### src/shared/sideband_mask_id_map.svh
// Register offsets, field positions, reset values and counts
`ifndef SIDEBAND_MASK_ID_MAP_SVH
`define SIDEBAND_MASK_ID_MAP_SVH

`define OFF_VENDOR_REV 8'h08
`define OFF_DEVICE_TYPE 8'h09
`define OFF_BLOCK_LEN 8'h0A
`define OFF_PROTECT_0 8'h0B
`define OFF_PROTECT_1 8'h0C
`define OFF_PROTECT_2 8'h0D
`define OFF_ECHO_0 8'h0E
`define OFF_ECHO_1 8'h0F
`define OFF_ECHO_2 8'h10

`define BLEN_RST 6'h08
`define PROTECT_RST 8'h00
`define PROTECT2_RST 4'h0
`define ECHO_RST 20'hFFFFF

`define REV_MSB 7
`define REV_LSB 4
`define VENDOR_MSB 3
`define VENDOR_LSB 0
`define DTYPE_MSB 7
`define DTYPE_LSB 6
`define PART_MSB 5
`define PART_LSB 0
`define BLEN_MSB 5
`define PROTECT2_MSB 3

`define OUT_COUNT 20
`define HUNDRED_COUNT 7
`define SHIFT_LEN 20

`endif

### src/shared/sideband_mask_id_pkg.sv
// Types shared by the mask and identification register bank
package sideband_mask_id_pkg;
   typedef logic [7:0] reg_byte_t;
   typedef logic [19:0] out_vec_t;
   typedef logic [5:0] blen_t;
   typedef logic [6:0] hundred_vec_t;
endpackage

### src/design/sideband_shift_capture.sv
// Three-wire side-band shift register with load-time capture
`timescale 1ns/1ps
`default_nettype none
`include "sideband_mask_id_map.svh"
module sideband_shift_capture
(
   input wire logic i_ref_clk,
   input wire logic i_rst_n,
   input wire logic i_clk_en,
   input wire logic i_sb_clk,
   input wire logic i_sb_data,
   input wire logic i_sb_load,
   output sideband_mask_id_pkg::out_vec_t o_echo
);
   import sideband_mask_id_pkg::*;

   logic sb_clk_ff;
   logic sb_load_ff;
   out_vec_t shift_ff;
   out_vec_t echo_ff;

   // Edges are found in the reference domain; pins are synchronous
   always_ff @(posedge i_ref_clk or negedge i_rst_n)
   begin
      if (!i_rst_n)
      begin
         sb_clk_ff <= 1'b0;
         sb_load_ff <= 1'b0;
      end
      else if (i_clk_en)
      begin
         sb_clk_ff <= i_sb_clk;
         sb_load_ff <= i_sb_load;
      end
   end

   // First bit shifted in ends in the top position
   always_ff @(posedge i_ref_clk or negedge i_rst_n)
   begin
      if (!i_rst_n)
         shift_ff <= `ECHO_RST;
      else if (i_clk_en && i_sb_clk && !sb_clk_ff)
         shift_ff <= {shift_ff[`SHIFT_LEN-2:0], i_sb_data};
   end

   // All outputs enabled until the first load
   always_ff @(posedge i_ref_clk or negedge i_rst_n)
   begin
      if (!i_rst_n)
         echo_ff <= `ECHO_RST;
      else if (i_clk_en && i_sb_load && !sb_load_ff)
         echo_ff <= shift_ff;
   end

   assign o_echo = echo_ff;
endmodule
`default_nettype wire

### src/design/sideband_mask_id_regs.sv
// Identification, block-length and side-band mask register bank
//
// What this block does
// Read-only ID byte: revision code in upper nibble, vendor in lower.
// Read-only byte: two-bit device type above a six-bit part number.
// Six-bit block read length, resets to eight, host may rewrite it.
// Protect bit clear lets side-band interface disable its output.
// Protected output is disabled only by its enable bit or pin.
// Protect register 0: bit 7 selectable 8, bits 6..0 hundred MHz.
// Protect register 1: bits 7..0 selectable outputs 7..0.
// Protect register 2: platform time, 25 MHz 2..0, upper bits reserved.
// Side-band shift contents are captured into the echo registers.
// Echo zero turns the output off unless it is protected.
// Echo one runs output only with enable bit and pin low.
// Echo registers map like protect registers, read-only, set at reset.
// Reserved bits read zero and ignore host writes.
// Output on: enable bit, pin enable, and protect or echo set.
`timescale 1ns/1ps
`default_nettype none
`include "sideband_mask_id_map.svh"
module sideband_mask_id_regs
#(
   parameter logic [3:0] REVISION_CODE = 4'h1, // Arbitrary value
   parameter logic [3:0] VENDOR_CODE = 4'h5, // Arbitrary value
   parameter logic [1:0] DEVICE_TYPE = 2'h0, // Arbitrary value
   parameter logic [5:0] PART_NUMBER = 6'h2A // Arbitrary value
)
(
   input wire logic i_ref_clk,
   input wire logic i_rst_n,
   input wire logic i_clk_en,
   input wire logic [7:0] i_reg_addr,
   input wire logic i_reg_wr,
   input wire sideband_mask_id_pkg::reg_byte_t i_reg_wdata,
   input wire logic i_reg_rd,
   output sideband_mask_id_pkg::reg_byte_t o_reg_rdata,
   output logic o_reg_rvalid,
   output sideband_mask_id_pkg::blen_t o_block_read_len,
   input wire logic i_sb_clk,
   input wire logic i_sb_data,
   input wire logic i_sb_load,
   input wire sideband_mask_id_pkg::out_vec_t i_smb_oe,
   input wire sideband_mask_id_pkg::hundred_vec_t i_hundred_oe_n,
   output sideband_mask_id_pkg::out_vec_t o_out_en
);
   import sideband_mask_id_pkg::*;

   blen_t blen_ff;
   reg_byte_t protect0_ff;
   reg_byte_t protect1_ff;
   logic [`PROTECT2_MSB:0] protect2_ff;
   reg_byte_t rdata_ff;
   reg_byte_t nxt_rdata;
   logic rvalid_ff;
   out_vec_t echo;
   out_vec_t protect_vec;
   out_vec_t pin_ok;
   out_vec_t out_en_ff;
   out_vec_t nxt_out_en;

   function automatic logic write_hit(input logic [7:0] addr,
                                      input logic [7:0] off);
      return addr == off;
   endfunction

   sideband_shift_capture u_shift
   (
      .i_ref_clk(i_ref_clk),
      .i_rst_n(i_rst_n),
      .i_clk_en(i_clk_en),
      .i_sb_clk(i_sb_clk),
      .i_sb_data(i_sb_data),
      .i_sb_load(i_sb_load),
      .o_echo(echo)
   );

   // Reserved bits 7..6 are never stored
   always_ff @(posedge i_ref_clk or negedge i_rst_n)
   begin
      if (!i_rst_n)
         blen_ff <= `BLEN_RST;
      else if (i_clk_en && i_reg_wr && write_hit(i_reg_addr, `OFF_BLOCK_LEN))
         blen_ff <= i_reg_wdata[`BLEN_MSB:0];
   end

   always_ff @(posedge i_ref_clk or negedge i_rst_n)
   begin
      if (!i_rst_n)
         protect0_ff <= `PROTECT_RST;
      else if (i_clk_en && i_reg_wr && write_hit(i_reg_addr, `OFF_PROTECT_0))
         protect0_ff <= i_reg_wdata;
   end

   always_ff @(posedge i_ref_clk or negedge i_rst_n)
   begin
      if (!i_rst_n)
         protect1_ff <= `PROTECT_RST;
      else if (i_clk_en && i_reg_wr && write_hit(i_reg_addr, `OFF_PROTECT_1))
         protect1_ff <= i_reg_wdata;
   end

   // Upper nibble reserved: writes there are dropped
   always_ff @(posedge i_ref_clk or negedge i_rst_n)
   begin
      if (!i_rst_n)
         protect2_ff <= `PROTECT2_RST;
      else if (i_clk_en && i_reg_wr && write_hit(i_reg_addr, `OFF_PROTECT_2))
         protect2_ff <= i_reg_wdata[`PROTECT2_MSB:0];
   end

   // Read mux; unmapped offsets answer zero
   always_comb
   begin
      nxt_rdata = 8'h00;
      unique case (i_reg_addr)
         `OFF_VENDOR_REV:
         begin
            nxt_rdata[`REV_MSB:`REV_LSB] = REVISION_CODE;
            nxt_rdata[`VENDOR_MSB:`VENDOR_LSB] = VENDOR_CODE;
         end
         `OFF_DEVICE_TYPE:
         begin
            nxt_rdata[`DTYPE_MSB:`DTYPE_LSB] = DEVICE_TYPE;
            nxt_rdata[`PART_MSB:`PART_LSB] = PART_NUMBER;
         end
         `OFF_BLOCK_LEN: nxt_rdata[`BLEN_MSB:0] = blen_ff;
         `OFF_PROTECT_0: nxt_rdata = protect0_ff;
         `OFF_PROTECT_1: nxt_rdata = protect1_ff;
         `OFF_PROTECT_2: nxt_rdata[`PROTECT2_MSB:0] = protect2_ff;
         `OFF_ECHO_0: nxt_rdata = echo[7:0];
         `OFF_ECHO_1: nxt_rdata = echo[15:8];
         `OFF_ECHO_2: nxt_rdata[3:0] = echo[19:16];
         default: nxt_rdata = 8'h00;
      endcase
   end

   always_ff @(posedge i_ref_clk or negedge i_rst_n)
   begin
      if (!i_rst_n)
         rdata_ff <= 8'h00;
      else if (i_clk_en && i_reg_rd)
         rdata_ff <= nxt_rdata;
   end

   always_ff @(posedge i_ref_clk or negedge i_rst_n)
   begin
      if (!i_rst_n)
         rvalid_ff <= 1'b0;
      else if (i_clk_en)
         rvalid_ff <= i_reg_rd;
   end

   assign protect_vec = {protect2_ff, protect1_ff, protect0_ff};

   // Only the hundred-MHz outputs have an enable pin
   genvar g;
   generate
      for (g = 0; g < `OUT_COUNT; g++)
      begin : g_gate
         if (g < `HUNDRED_COUNT)
         begin : g_pin
            assign pin_ok[g] = !i_hundred_oe_n[g];
         end
         else
         begin : g_nopin
            assign pin_ok[g] = 1'b1;
         end
         // Protect bit shields the output from the side-band echo
         assign nxt_out_en[g] = i_smb_oe[g] && pin_ok[g] &&
            (protect_vec[g] || echo[g]);
      end
   endgenerate

   always_ff @(posedge i_ref_clk or negedge i_rst_n)
   begin
      if (!i_rst_n)
         out_en_ff <= '0;
      else if (i_clk_en)
         out_en_ff <= nxt_out_en;
   end

   assign o_reg_rdata = rdata_ff;
   assign o_reg_rvalid = rvalid_ff;
   assign o_block_read_len = blen_ff;
   assign o_out_en = out_en_ff;
endmodule
`default_nettype wire

### config.mk
export PLATFORM = sky130hd
export DESIGN_NAME = sideband_mask_id_regs
export DESIGN_NICKNAME = d
export VERILOG_FILES = /design/src/shared/sideband_mask_id_pkg.sv /design/src/design/sideband_shift_capture.sv /design/src/design/sideband_mask_id_regs.sv
export VERILOG_INCLUDE_DIRS = /design/src /design/src/shared
export SDC_FILE = /design/constraint.sdc
export NUM_CORES = 1
export LEC_CHECK = 0
export ABC_AREA = 1
export BUFFER_PORTS_ARGS = -buffer_cell sky130_fd_sc_hd__buf_2
export CORE_ASPECT_RATIO = 0.75
export CORE_UTILIZATION = 41
export DETAILED_ROUTE_END_ITERATION = 10
export PLACE_DENSITY = 0.62
export SLEW_MARGIN = 40
export SYNTH_ARGS = -nofsm -noshare
export SYNTH_HDL_FRONTEND = slang
export SYNTH_SLANG_ARGS = --single-unit
export TNS_END_PERCENT = 100
### constraint.sdc
create_clock -name i_ref_clk -period 3.1 [get_ports i_ref_clk]
set_clock_uncertainty 0.15 [all_clocks]
set_input_delay 0.155 -clock i_ref_clk [delete_from_list [all_inputs] [get_ports i_ref_clk]]
set_output_delay 0.155 -clock i_ref_clk [all_outputs]
set_load 0.01 [all_outputs]
==> flow_summary_export.csv, run 1 <==
group,metric,value,unit
route,avgViaCountPerCell,5.00,
layout,drive_gt1_share,28.7,%
die,die_h,92.1,microns
route,drtIter0Drc,387,
layout,design_area,0.00560,sq mm
run,drv_cap,0,
clock_network,cts-root-buf,"clkbuf_16",
worst_setup_path,cp-start-kind,"flip-flop",
synthesis,postSynth.asyncResetShare,100,%
clock_network,cts_tree,"yes",
placement,port_buffers,85,
clock_network,numCtsBuffers,9,
die,num_rows,32,
route,routed_wl,12.0,mm
synthesis,ys.flop_type,"dfrtp_1",
clock_network,clockBufferDepth,2,
sta,post-route-period-util,54.1,%
die,die_area,0.0113,sq mm
outcome,outcome,"complete, no violations",
placement,dp.final_hpwl,8.43,mm
synthesis,synth_edf_count,0,
synthesis,seq_area_frac_synth,55.8,%
sta,fmax,596,MHz
placement,placed_cell_area,0.00497,sq mm
route,dr.pass1.iters,5,
route,ant_nets,0,
layout,final_nets,674,
global_route,grt_pass1_wl,19.1,mm
synthesis,ys_seq_elements,97,
global_route,grtUsageTotal,22.9,%
worst_setup_path,endpoint_kind,"flip-flop",
synthesis,syn_area,0.00444,sq mm
worst_setup_path,crit_type,"flip-flop to flip-flop",
synthesis,syn_nets,559,
layout,synthToLayoutAreaGrowth,26.1,%
global_route,antenna_found_initial,0,
die,chipWidth,122,microns
layout,antenna_cells,0,
worst_setup_path,arrival,1.81,ns
synthesis,synth_area_leader_cell,"dfrtp_1",
sta,rsz0062_at_grt,"false",
route,wl_per_cell,15.7,microns
sta,period_needed,1.68,ns
synthesis,yosysMostFrequentCell,"nand2_1",
layout,fillers,1015,
power,p_leak,0.00269,uW
synthesis,yosys_warnings,0,
clock_network,htree_levels,3,
worst_setup_path,critPathMaxFanout,3,
clock_network,clkSlewWorstSetupHoldPaths,0.06,ns
synthesis,netlist.area_leader.share,31.5,%
global_route,grt_max_degree,78,
sta,hold_viol_final,0,
sta,finalMaxSlewViolations,0,
clock_network,insertion_delay,0.35,ns
sta,tns,0,ns
hold_path,min_path_type,"input pin to flip-flop",
worst_setup_path,required,3.23,ns
power,irDropWorstVdd,0.347,mV
clock_network,ctsResizeCount,0,
sta,report.final.setup_viol,0,
sta,timing.hold.ws,0.00300,ns
die,pin_count,86,
synthesis,synth_common_cells,"nand2_1 (143), inv_1 (59), dfrtp_1 (56)",
sta,slew_headroom,52.2,%
route,drc_errors,0,
global_route,grt_pass1_vias,3466,
synthesis,synth_cell_types,25,
synthesis,synth_area_per_cell,8.74,sq um
clock_network,cts.sinks,97,
die,initial_core_util,42.7,%
synthesis,yosys-top-cells-area,"dfrtp_1 (32%), dfstp_2 (24%), nand2_1 (12%), o21ai_0 (6.1%), inv_1 (5.0%)",
sta,worstMarginPinSlew,0.717,ns
route,vias,3821,
global_route,overflow,0,
synthesis,netlist_instances,508,
power,power_density,538,mW/mm^2
placement,routabilityCongestion,0.828,
die,core-area,0.0104,sq mm
what timing repair did:
item,in CTS,in global routing
hold buffers,33,0
hold endpoints to repair,84,0
setup buffers,0,0
path summary, 6_finish.rpt:
| kind | start | end | slack, ns | cells past startpoint |
|---|---|---|---|---|
| min in group asynchronous | i_rst_n | o_out_en[15] | 0.26 | 2 |
| max in group asynchronous | i_rst_n | u_shift.shift_ff[15] | 1.75 | 3 |
| min reg2reg | o_reg_rdata[2] | o_reg_rdata[2] | 0.32 | 2 |
| max reg2reg | u_shift.o_echo[0] | o_out_en[0] | 1.42 | 3 |
| min | i_smb_oe[17] | o_out_en[17] | 0.003 | 3 |
| max | u_shift.o_echo[0] | o_out_en[0] | 1.42 | 3 |
worst max-delay path, cell delays in order, from the launching register on:
cell and delay [ns]:
dfstp_2 0.56, nor2_1 0.06, o32ai_1 0.24, dlygate4sd3_1 0.60
state kept, by name, indices dropped and copies added (netlist names):
register	cells
protect2_ff	4
u_shift.sb_clk_ff	1
protect0_ff	8
u_shift.shift_ff	20
u_shift.o_echo	20
o_block_read_len	6
o_out_en	20
o_reg_rvalid	1
o_reg_rdata	8
protect1_ff	8
u_shift.sb_load_ff	1
area by class of cell:
cell class / instances / area [sq um] / share of cell area [%]
repair buffers: 122 / 795 / 14.2
flip-flops and latches: 97 / 2480 / 44.3
inverters: 63 / 236 / 4.22
clock buffers: 14 / 254 / 4.54
multi-input cells: 330 / 1630 / 29.1
well taps: 136 / 170 / 3.04
clock inverters: 2 / 37.5 / 0.670
logic make-up after synthesis:
kind of cell / synth area share [%]
flip-flops: 55.8
AO/OA/AOI/OAI: 14.4
multiplexers: 0.254
buffers and inverters: 7.55
AND/OR/NAND/NOR: 22.0
per-stage QoR:
step / worst slack, ns / power, uW / util [%] / cells
after floorplan: 1.91 / 1710 / - / 508
after global placement: 1.21 / 1860 / 47.8 / 715
after detailed placement: 1.16 / 1870 / 47.8 / 715
after CTS: 1.40 / 3040 / 53.8 / 764
after global routing: 1.34 / 3150 / 53.8 / 764
final: 1.42 / 3010 / 53.8 / 764
cell usage in the layout, fill, tap and decap left out, types with 2 or more instances in the layout:
cell,count
nand3_1,40
nand4_1,2
clkbuf_1,4
dfrtp_1,56
dfstp_2,41
o32ai_1,7
o21ai_1,10
nor2_2,5
nand2_1,143
nor2_1,24
clkbuf_16,9
nor2_4,4
inv_1,59
inv_2,4
buf_2,83
o21ai_2,16
o211ai_1,13
dlygate4sd3_1,33
nand2_2,7
o21ai_0,54
buf_4,5
routing by layer:
metal	GRT usage, %	vias to the layer above	wire length [microns]
li1	-	1874	-
met3	5.16	14	919
met2	31.6	155	5030
met4	4.27	0	118
met1	36.1	1778	5910
met5	0	-	0
report_power, final:
group          internal [uW]  total (uW)  switching (uW)
clock network            650        1130             475
registers               1440        1530            86.8
logic                    146         354             208
total                   2240        3010             770
(Power assumes the default switching activity.)
==> inputs of run 2 (changes only) <==
--- a/config.mk
+++ b/config.mk
@@ -6,7 +6,7 @@
 export SDC_FILE = /design/constraint.sdc
 export NUM_CORES = 1
 export LEC_CHECK = 0
-export ABC_AREA = 1
+export ABC_AREA = 0
 export BUFFER_PORTS_ARGS = -buffer_cell sky130_fd_sc_hd__buf_2
 export CORE_ASPECT_RATIO = 0.75
 export CORE_UTILIZATION = 41
==> constraint.sdc (replaced) <==
create_clock -name i_ref_clk -period 1.6 [get_ports i_ref_clk]
set_clock_uncertainty 0.15 [all_clocks]
set_input_delay 0.08 -clock i_ref_clk [delete_from_list [all_inputs] [get_ports i_ref_clk]]
set_output_delay 0.08 -clock i_ref_clk [all_outputs]
set_load 0.01 [all_outputs]
==> flow_summary_export.csv, run 2 <==
group,metric,value,unit
clock_network,clockBufferDepth,2,
worst_setup_path,reg2reg_from,"u_shift.o_echo[3]",
power,irDropWorstVdd,0.636,mV
placement,routabilityCongestion,0.981,
placement,port_buffers,85,
placement,pre_cts_slack,-0.120,ns
route,drc_errors,0,
synthesis,synth-compound-area-share,12.1,%
power,p_leak,0.00282,uW
synthesis,seq_area_frac_synth,56.4,%
die,pin_count,86,
sta,finalMaxSlewViolations,0,
layout,final-seq-area,0.00248,sq mm
worst_setup_path,arrival,1.73,ns
die,initial_core_util,42.4,%
synthesis,synthAdderAreaFrac,0,%
synthesis,netlist.area_leader.share,31.9,%
sta,worstMarginPinSlew,0.386,ns
global_route,grt_pass1_wl,19.3,mm
layout,fillers,881,
power,internal-power,4600,uW
clock_network,clkSlewWorstSetupHoldPaths,0.07,ns
clock_network,insertion_delay,0.35,ns
synthesis,yosys.area_share.simple,8.83,%
power,power.switching,1620,uW
synthesis,synth_cell_types,47,
route,dr.pass1.iters,4,
power,seq_power_share,51.5,%
die,num_rows,32,
power,switching_share,26.0,%
clock_network,cts_tree,"yes",
power,clockPowerShare,33.8,%
global_route,grt_max_degree,47,
power,combPwrFrac,14.6,%
layout,final_nets,567,
route,avgViaCountPerCell,5.13,
run,drv_cap,0,
worst_setup_path,critPathMaxFanout,2,
synthesis,synth_common_cells,"mux2_2 (69), dfrtp_1 (56), dfstp_2 (41)",
synthesis,netlist_instances,348,
die,die_h,91.7,microns
synthesis,ys_seq_elements,97,
synthesis,yosysMostFrequentCell,"mux2_2",
global_route,antenna_found_initial,0,
synthesis,ys.flop_type,"dfrtp_1",
worst_setup_path,endpoint_kind,"flip-flop",
layout,drive_gt1_share,52.0,%
placement,dp.final_hpwl,8.91,mm
worst_setup_path,rrSetupSlack,0.02,ns
worst_setup_path,crit_type,"flip-flop to flip-flop",
sta,post-route-period-util,98.9,%
worst_setup_path,crit_family,"flip-flops",
synthesis,synth_area_leader_cell,"dfrtp_1",
synthesis,synth_top_family_by_area,"multiplexers",
sta,fmax,632,MHz
die,core-area,0.0104,sq mm
route,wl_per_cell,18.5,microns
sta,tns,0,ns
layout,multi_input_area,0.00176,sq mm
synthesis,synth_area_per_cell,12.6,sq um
sta,hold_viol_final,0,
sta,rsz0062_at_grt,"true",
layout,antenna_cells,0,
clock_network,htree_levels,3,
worst_setup_path,rr_worst_depth,6,
synthesis,syn_nets,399,
synthesis,synth_edf_count,0,
sta,report.final.setup_viol,0,
clock_network,cts.sinks,97,
synthesis,yosys-top-cells-area,"dfrtp_1 (32%), dfstp_2 (25%), mux2_2 (18%), o211ai_1 (3.4%), o21ai_0 (2.4%)",
global_route,overflow,0,
worst_setup_path,critPathSlowestCell,"dfstp_2",
die,chipWidth,122,microns
layout,fin_util,58.1,%
layout,design_area,0.00603,sq mm
sta,slew_headroom,74.1,%
sta,setup_slack,0.0171,ns
placement,placed_cell_area,0.00533,sq mm
power,power_density,1030,mW/mm^2
layout,final_cell_mix,"buf_2 (84), mux2_2 (69), dfrtp_1 (56)",
clock_network,cts-root-buf,"clkbuf_16",
power,power.total,6220,uW
worst_setup_path,max_stage_delay,0.54,ns
global_route,grtUsageTotal,23.6,%
synthesis,yosys_warnings,0,
sta,period_needed,1.58,ns
synthesis,postSynth.asyncResetShare,100,%
clock_network,numCtsBuffers,9,
route,drtIter0Drc,220,
worst_setup_path,crit_path_cell_trace,"mux2i_1 -> nor2_1 -> a211oi_1 -> o41ai_1 -> buf_4 -> a22o_1",
worst_setup_path,path_buf_inv,1,
layout,synthToLayoutAreaGrowth,37.2,%
synthesis,syn_area,0.00439,sq mm
global_route,grt_pass1_vias,3435,
die,die_area,0.0111,sq mm
worst_setup_path,required,1.74,ns
synthesis,synth_xor_xnor_area_share,0,%
synthesis,synth.area.mux_share,19.0,%
hold_path,min_path_type,"input pin to async pin",
outcome,outcome,"complete, no violations",
route,routed_wl,12.1,mm
route,ant_nets,0,
worst_setup_path,timing.rr.end,"o_reg_rdata[3]",
layout,layout_commonest_cell,"buf_2",
worst_setup_path,cp-start-kind,"flip-flop",
route,vias,3370,
[run 2: metrics by stage]
stage	hold WS [ns]	std cells
after CTS	0.0375	657
after floorplan	-0.366	348
after global placement	-0.129	601
final	0.0343	657
after detailed placement	-0.125	601
after global routing	0.0613	657
[run 2: how the worst max path moves through the flow]
stage                                 start              to  slack (ns)  cells past startpoint
after floorplan               i_reg_addr[7]  protect0_ff[0]        0.06                      4
final                     u_shift.o_echo[3]  o_reg_rdata[3]        0.02                      6
after CTS                    protect2_ff[2]  o_reg_rdata[2]        0.02                      5
after global placement        i_reg_addr[1]  o_reg_rdata[1]       -0.12                      7
after detailed placement      i_reg_addr[7]  protect0_ff[1]       -0.12                      6
after global routing      u_shift.o_echo[3]  o_reg_rdata[3]       -0.05                      6
[run 2: layer usage]
| layer | vias up | part of all wire [%] | GRT usage [%] |
|---|---|---|---|
| met5 | - | 0 | 0 |
| met3 | 14 | 5.3 | 6.53 |
| met2 | 102 | 47 | 37.0 |
| met4 | 0 | 0.98 | 4.94 |
| li1 | 1610 | - | - |
| met1 | 1644 | 47 | 32.6 |
[run 2: area by class of cell]
type,instances,area share [%]
Clock inverter,5,0.644
Inverter,23,1.43
Tap cell,136,2.82
Multi-Input combinational cell,212,29.2
Sequential cell,97,41.1
Clock buffer,11,4.21
Timing Repair Buffer,173,20.6
[run 2: power by group through the flow]
stage               clock network (uW)  logic (uW)  registers (uW)
CTS                               2170         918            3200
finish                            2100         911            3210
detailed placement                   0         835            3250
global placement                     0         821            3230
global route                      2270         996            3240
floorplan                            0         457            3130
[run 2: cell families after synthesis]
kind of cell    Yosys count
compound gates           78
buf+inv                  39
flops                    97
mux                      75
simple gates             59
[run 2: worst reg2reg max path, delay by kind of cell, from the launching register on]
| kind | cells | cell delay, ns |
|---|---|---|
| simple gates | 1 | 0.09 |
| flops | 1 | 0.54 |
| compound gates | 3 | 0.51 |
| mux | 1 | 0.07 |
| buf+inv | 1 | 0.18 |
[run 2: what timing repair did]
action,CTS,global route
gates resized for setup,0,1
endpoints found under the hold margin,122,1
buffers inserted,0,0
hold buffers,40,1
endpoints found under the setup margin,0,3
==> inputs of run 3 (changes only) <==
==> constraint.sdc (replaced) <==
create_clock -name i_ref_clk -period 1.61 [get_ports i_ref_clk]
set_clock_uncertainty 0.15 [all_clocks]
set_input_delay 0.0805 -clock i_ref_clk [delete_from_list [all_inputs] [get_ports i_ref_clk]]
set_output_delay 0.0805 -clock i_ref_clk [all_outputs]
set_load 0.01 [all_outputs]
==> flow_summary_export.csv, run 3 (same netlist as run 2, synthesis figures left out) <==
group,metric,value,unit
route,routed_wl,12.0,mm
layout,layout_commonest_cell,"buf_2",
die,die_h,91.7,microns
worst_setup_path,crit_type,"flip-flop to flip-flop",
route,dr.pass1.iters,4,
sta,rsz0062_at_grt,"false",
sta,tns,0,ns
placement,dp.final_hpwl,9.01,mm
placement,pre_cts_slack,-0.122,ns
run,drv_cap,0,
layout,final_nets,568,
placement,port_buffers,85,
die,core-area,0.0104,sq mm
layout,drive_gt1_share,52.4,%
global_route,grt_pass1_wl,19.0,mm
sta,slew_headroom,71.6,%
sta,setup_slack,0.0275,ns
clock_network,insertion_delay,0.35,ns
route,vias,3390,
route,ant_nets,0,
global_route,antenna_found_initial,0,
layout,multi_input_area,0.00177,sq mm
die,chipWidth,122,microns
layout,final_cell_mix,"buf_2 (84), mux2_2 (69), dfrtp_1 (56)",
global_route,grt_pass1_vias,3534,
sta,period_needed,1.58,ns
worst_setup_path,critPathMaxFanout,2,
clock_network,htree_levels,3,
sta,finalMaxSlewViolations,0,
global_route,overflow,0,
sta,report.final.setup_viol,0,
global_route,grt_max_degree,47,
sta,fmax,632,MHz
global_route,grtUsageTotal,23.2,%
route,wl_per_cell,18.2,microns
layout,antenna_cells,0,
layout,fillers,876,
route,avgViaCountPerCell,5.16,
die,initial_core_util,42.4,%
hold_path,min_path_type,"input pin to async pin",
power,power_density,1010,mW/mm^2
sta,worstMarginPinSlew,0.424,ns
route,drtIter0Drc,148,
die,die_area,0.0111,sq mm
clock_network,clkSlewWorstSetupHoldPaths,0.06,ns
clock_network,cts_tree,"yes",
layout,final-seq-area,0.00248,sq mm
power,p_leak,0.00282,uW
clock_network,cts.sinks,97,
die,num_rows,32,
clock_network,numCtsBuffers,9,
outcome,outcome,"complete, no violations",
power,irDropWorstVdd,0.794,mV
worst_setup_path,required,1.69,ns
layout,synthToLayoutAreaGrowth,37.0,%
worst_setup_path,endpoint_kind,"flip-flop",
clock_network,cts-root-buf,"clkbuf_16",
sta,post-route-period-util,98.3,%
worst_setup_path,cp-start-kind,"flip-flop",
clock_network,clockBufferDepth,2,
route,drc_errors,0,
die,pin_count,86,
sta,hold_viol_final,0,
placement,routabilityCongestion,0.948,
worst_setup_path,arrival,1.67,ns
==> run 3: worst paths after layout <==
kind	depth (start not counted)	from	slack [ns]	to
max in group asynchronous	3	i_rst_n	0.67	u_shift.shift_ff[10]
min in group i_ref_clk	3	i_clk_en	0.08	o_out_en[4]
setup / recovery	5	protect2_ff[2]	0.03	o_reg_rdata[2]
hold reg to reg	2	o_reg_rdata[6]	0.34	o_reg_rdata[6]
setup reg to reg	5	protect2_ff[2]	0.03	o_reg_rdata[2]
hold / removal	2	i_rst_n	0.04	protect1_ff[2]
==> run 3: layout make-up <==
class	count	share of cell area (%)
Multi-Input combinational cell	212	29.4
Tap cell	136	2.83
Clock inverter	6	0.728
Sequential cell	97	41.2
Inverter	23	1.43
Timing Repair Buffer	174	20.7
Clock buffer	9	3.74
==> run 3: where the power goes <==
part | internal [uW] | switching (uW)
Combinational | 540 | 411
Sequential | 2910 | 268
Clock | 1050 | 906
==> run 3: routing by layer <==
| layer | vias to the layer above | wire [microns] | track usage [%] |
|---|---|---|---|
| met2 | 75 | 5640 | 36.7 |
| met4 | 0 | 148 | 5.97 |
| met1 | 1688 | 5670 | 32.3 |
| met3 | 14 | 536 | 4.85 |
| li1 | 1613 | - | - |
| met5 | - | 0 | 0 |
==> run 3: per-stage QoR <==
step	instance area, sq um	hold WS, ns	util, %	power [uW]	std cells
floorplan	4390	-0.365	-	3570	348
global placement	5320	-0.130	51.3	4030	600
detailed placement	5320	-0.131	51.3	4050	600
CTS	5990	0.0394	57.8	6120	655
global route	6020	0.0640	58.0	6360	657
finish	6020	0.0362	58.0	6080	657
==> run 3: repair_timing <==
action                     4_1_cts  5_1_grt
hold endpoints to repair       122        2
hold buffers                    40        2
resized for setup                0        2
setup endpoints to repair        0        4
setup buffers                    0        2
==> run 3: critical path: stages (launching register included) <==
cell	delay, ns
dfrtp_1	0.39
mux2_2	0.26
nand3_1	0.08
a31oi_1	0.08
a221o_1	0.30
a22o_1	0.20
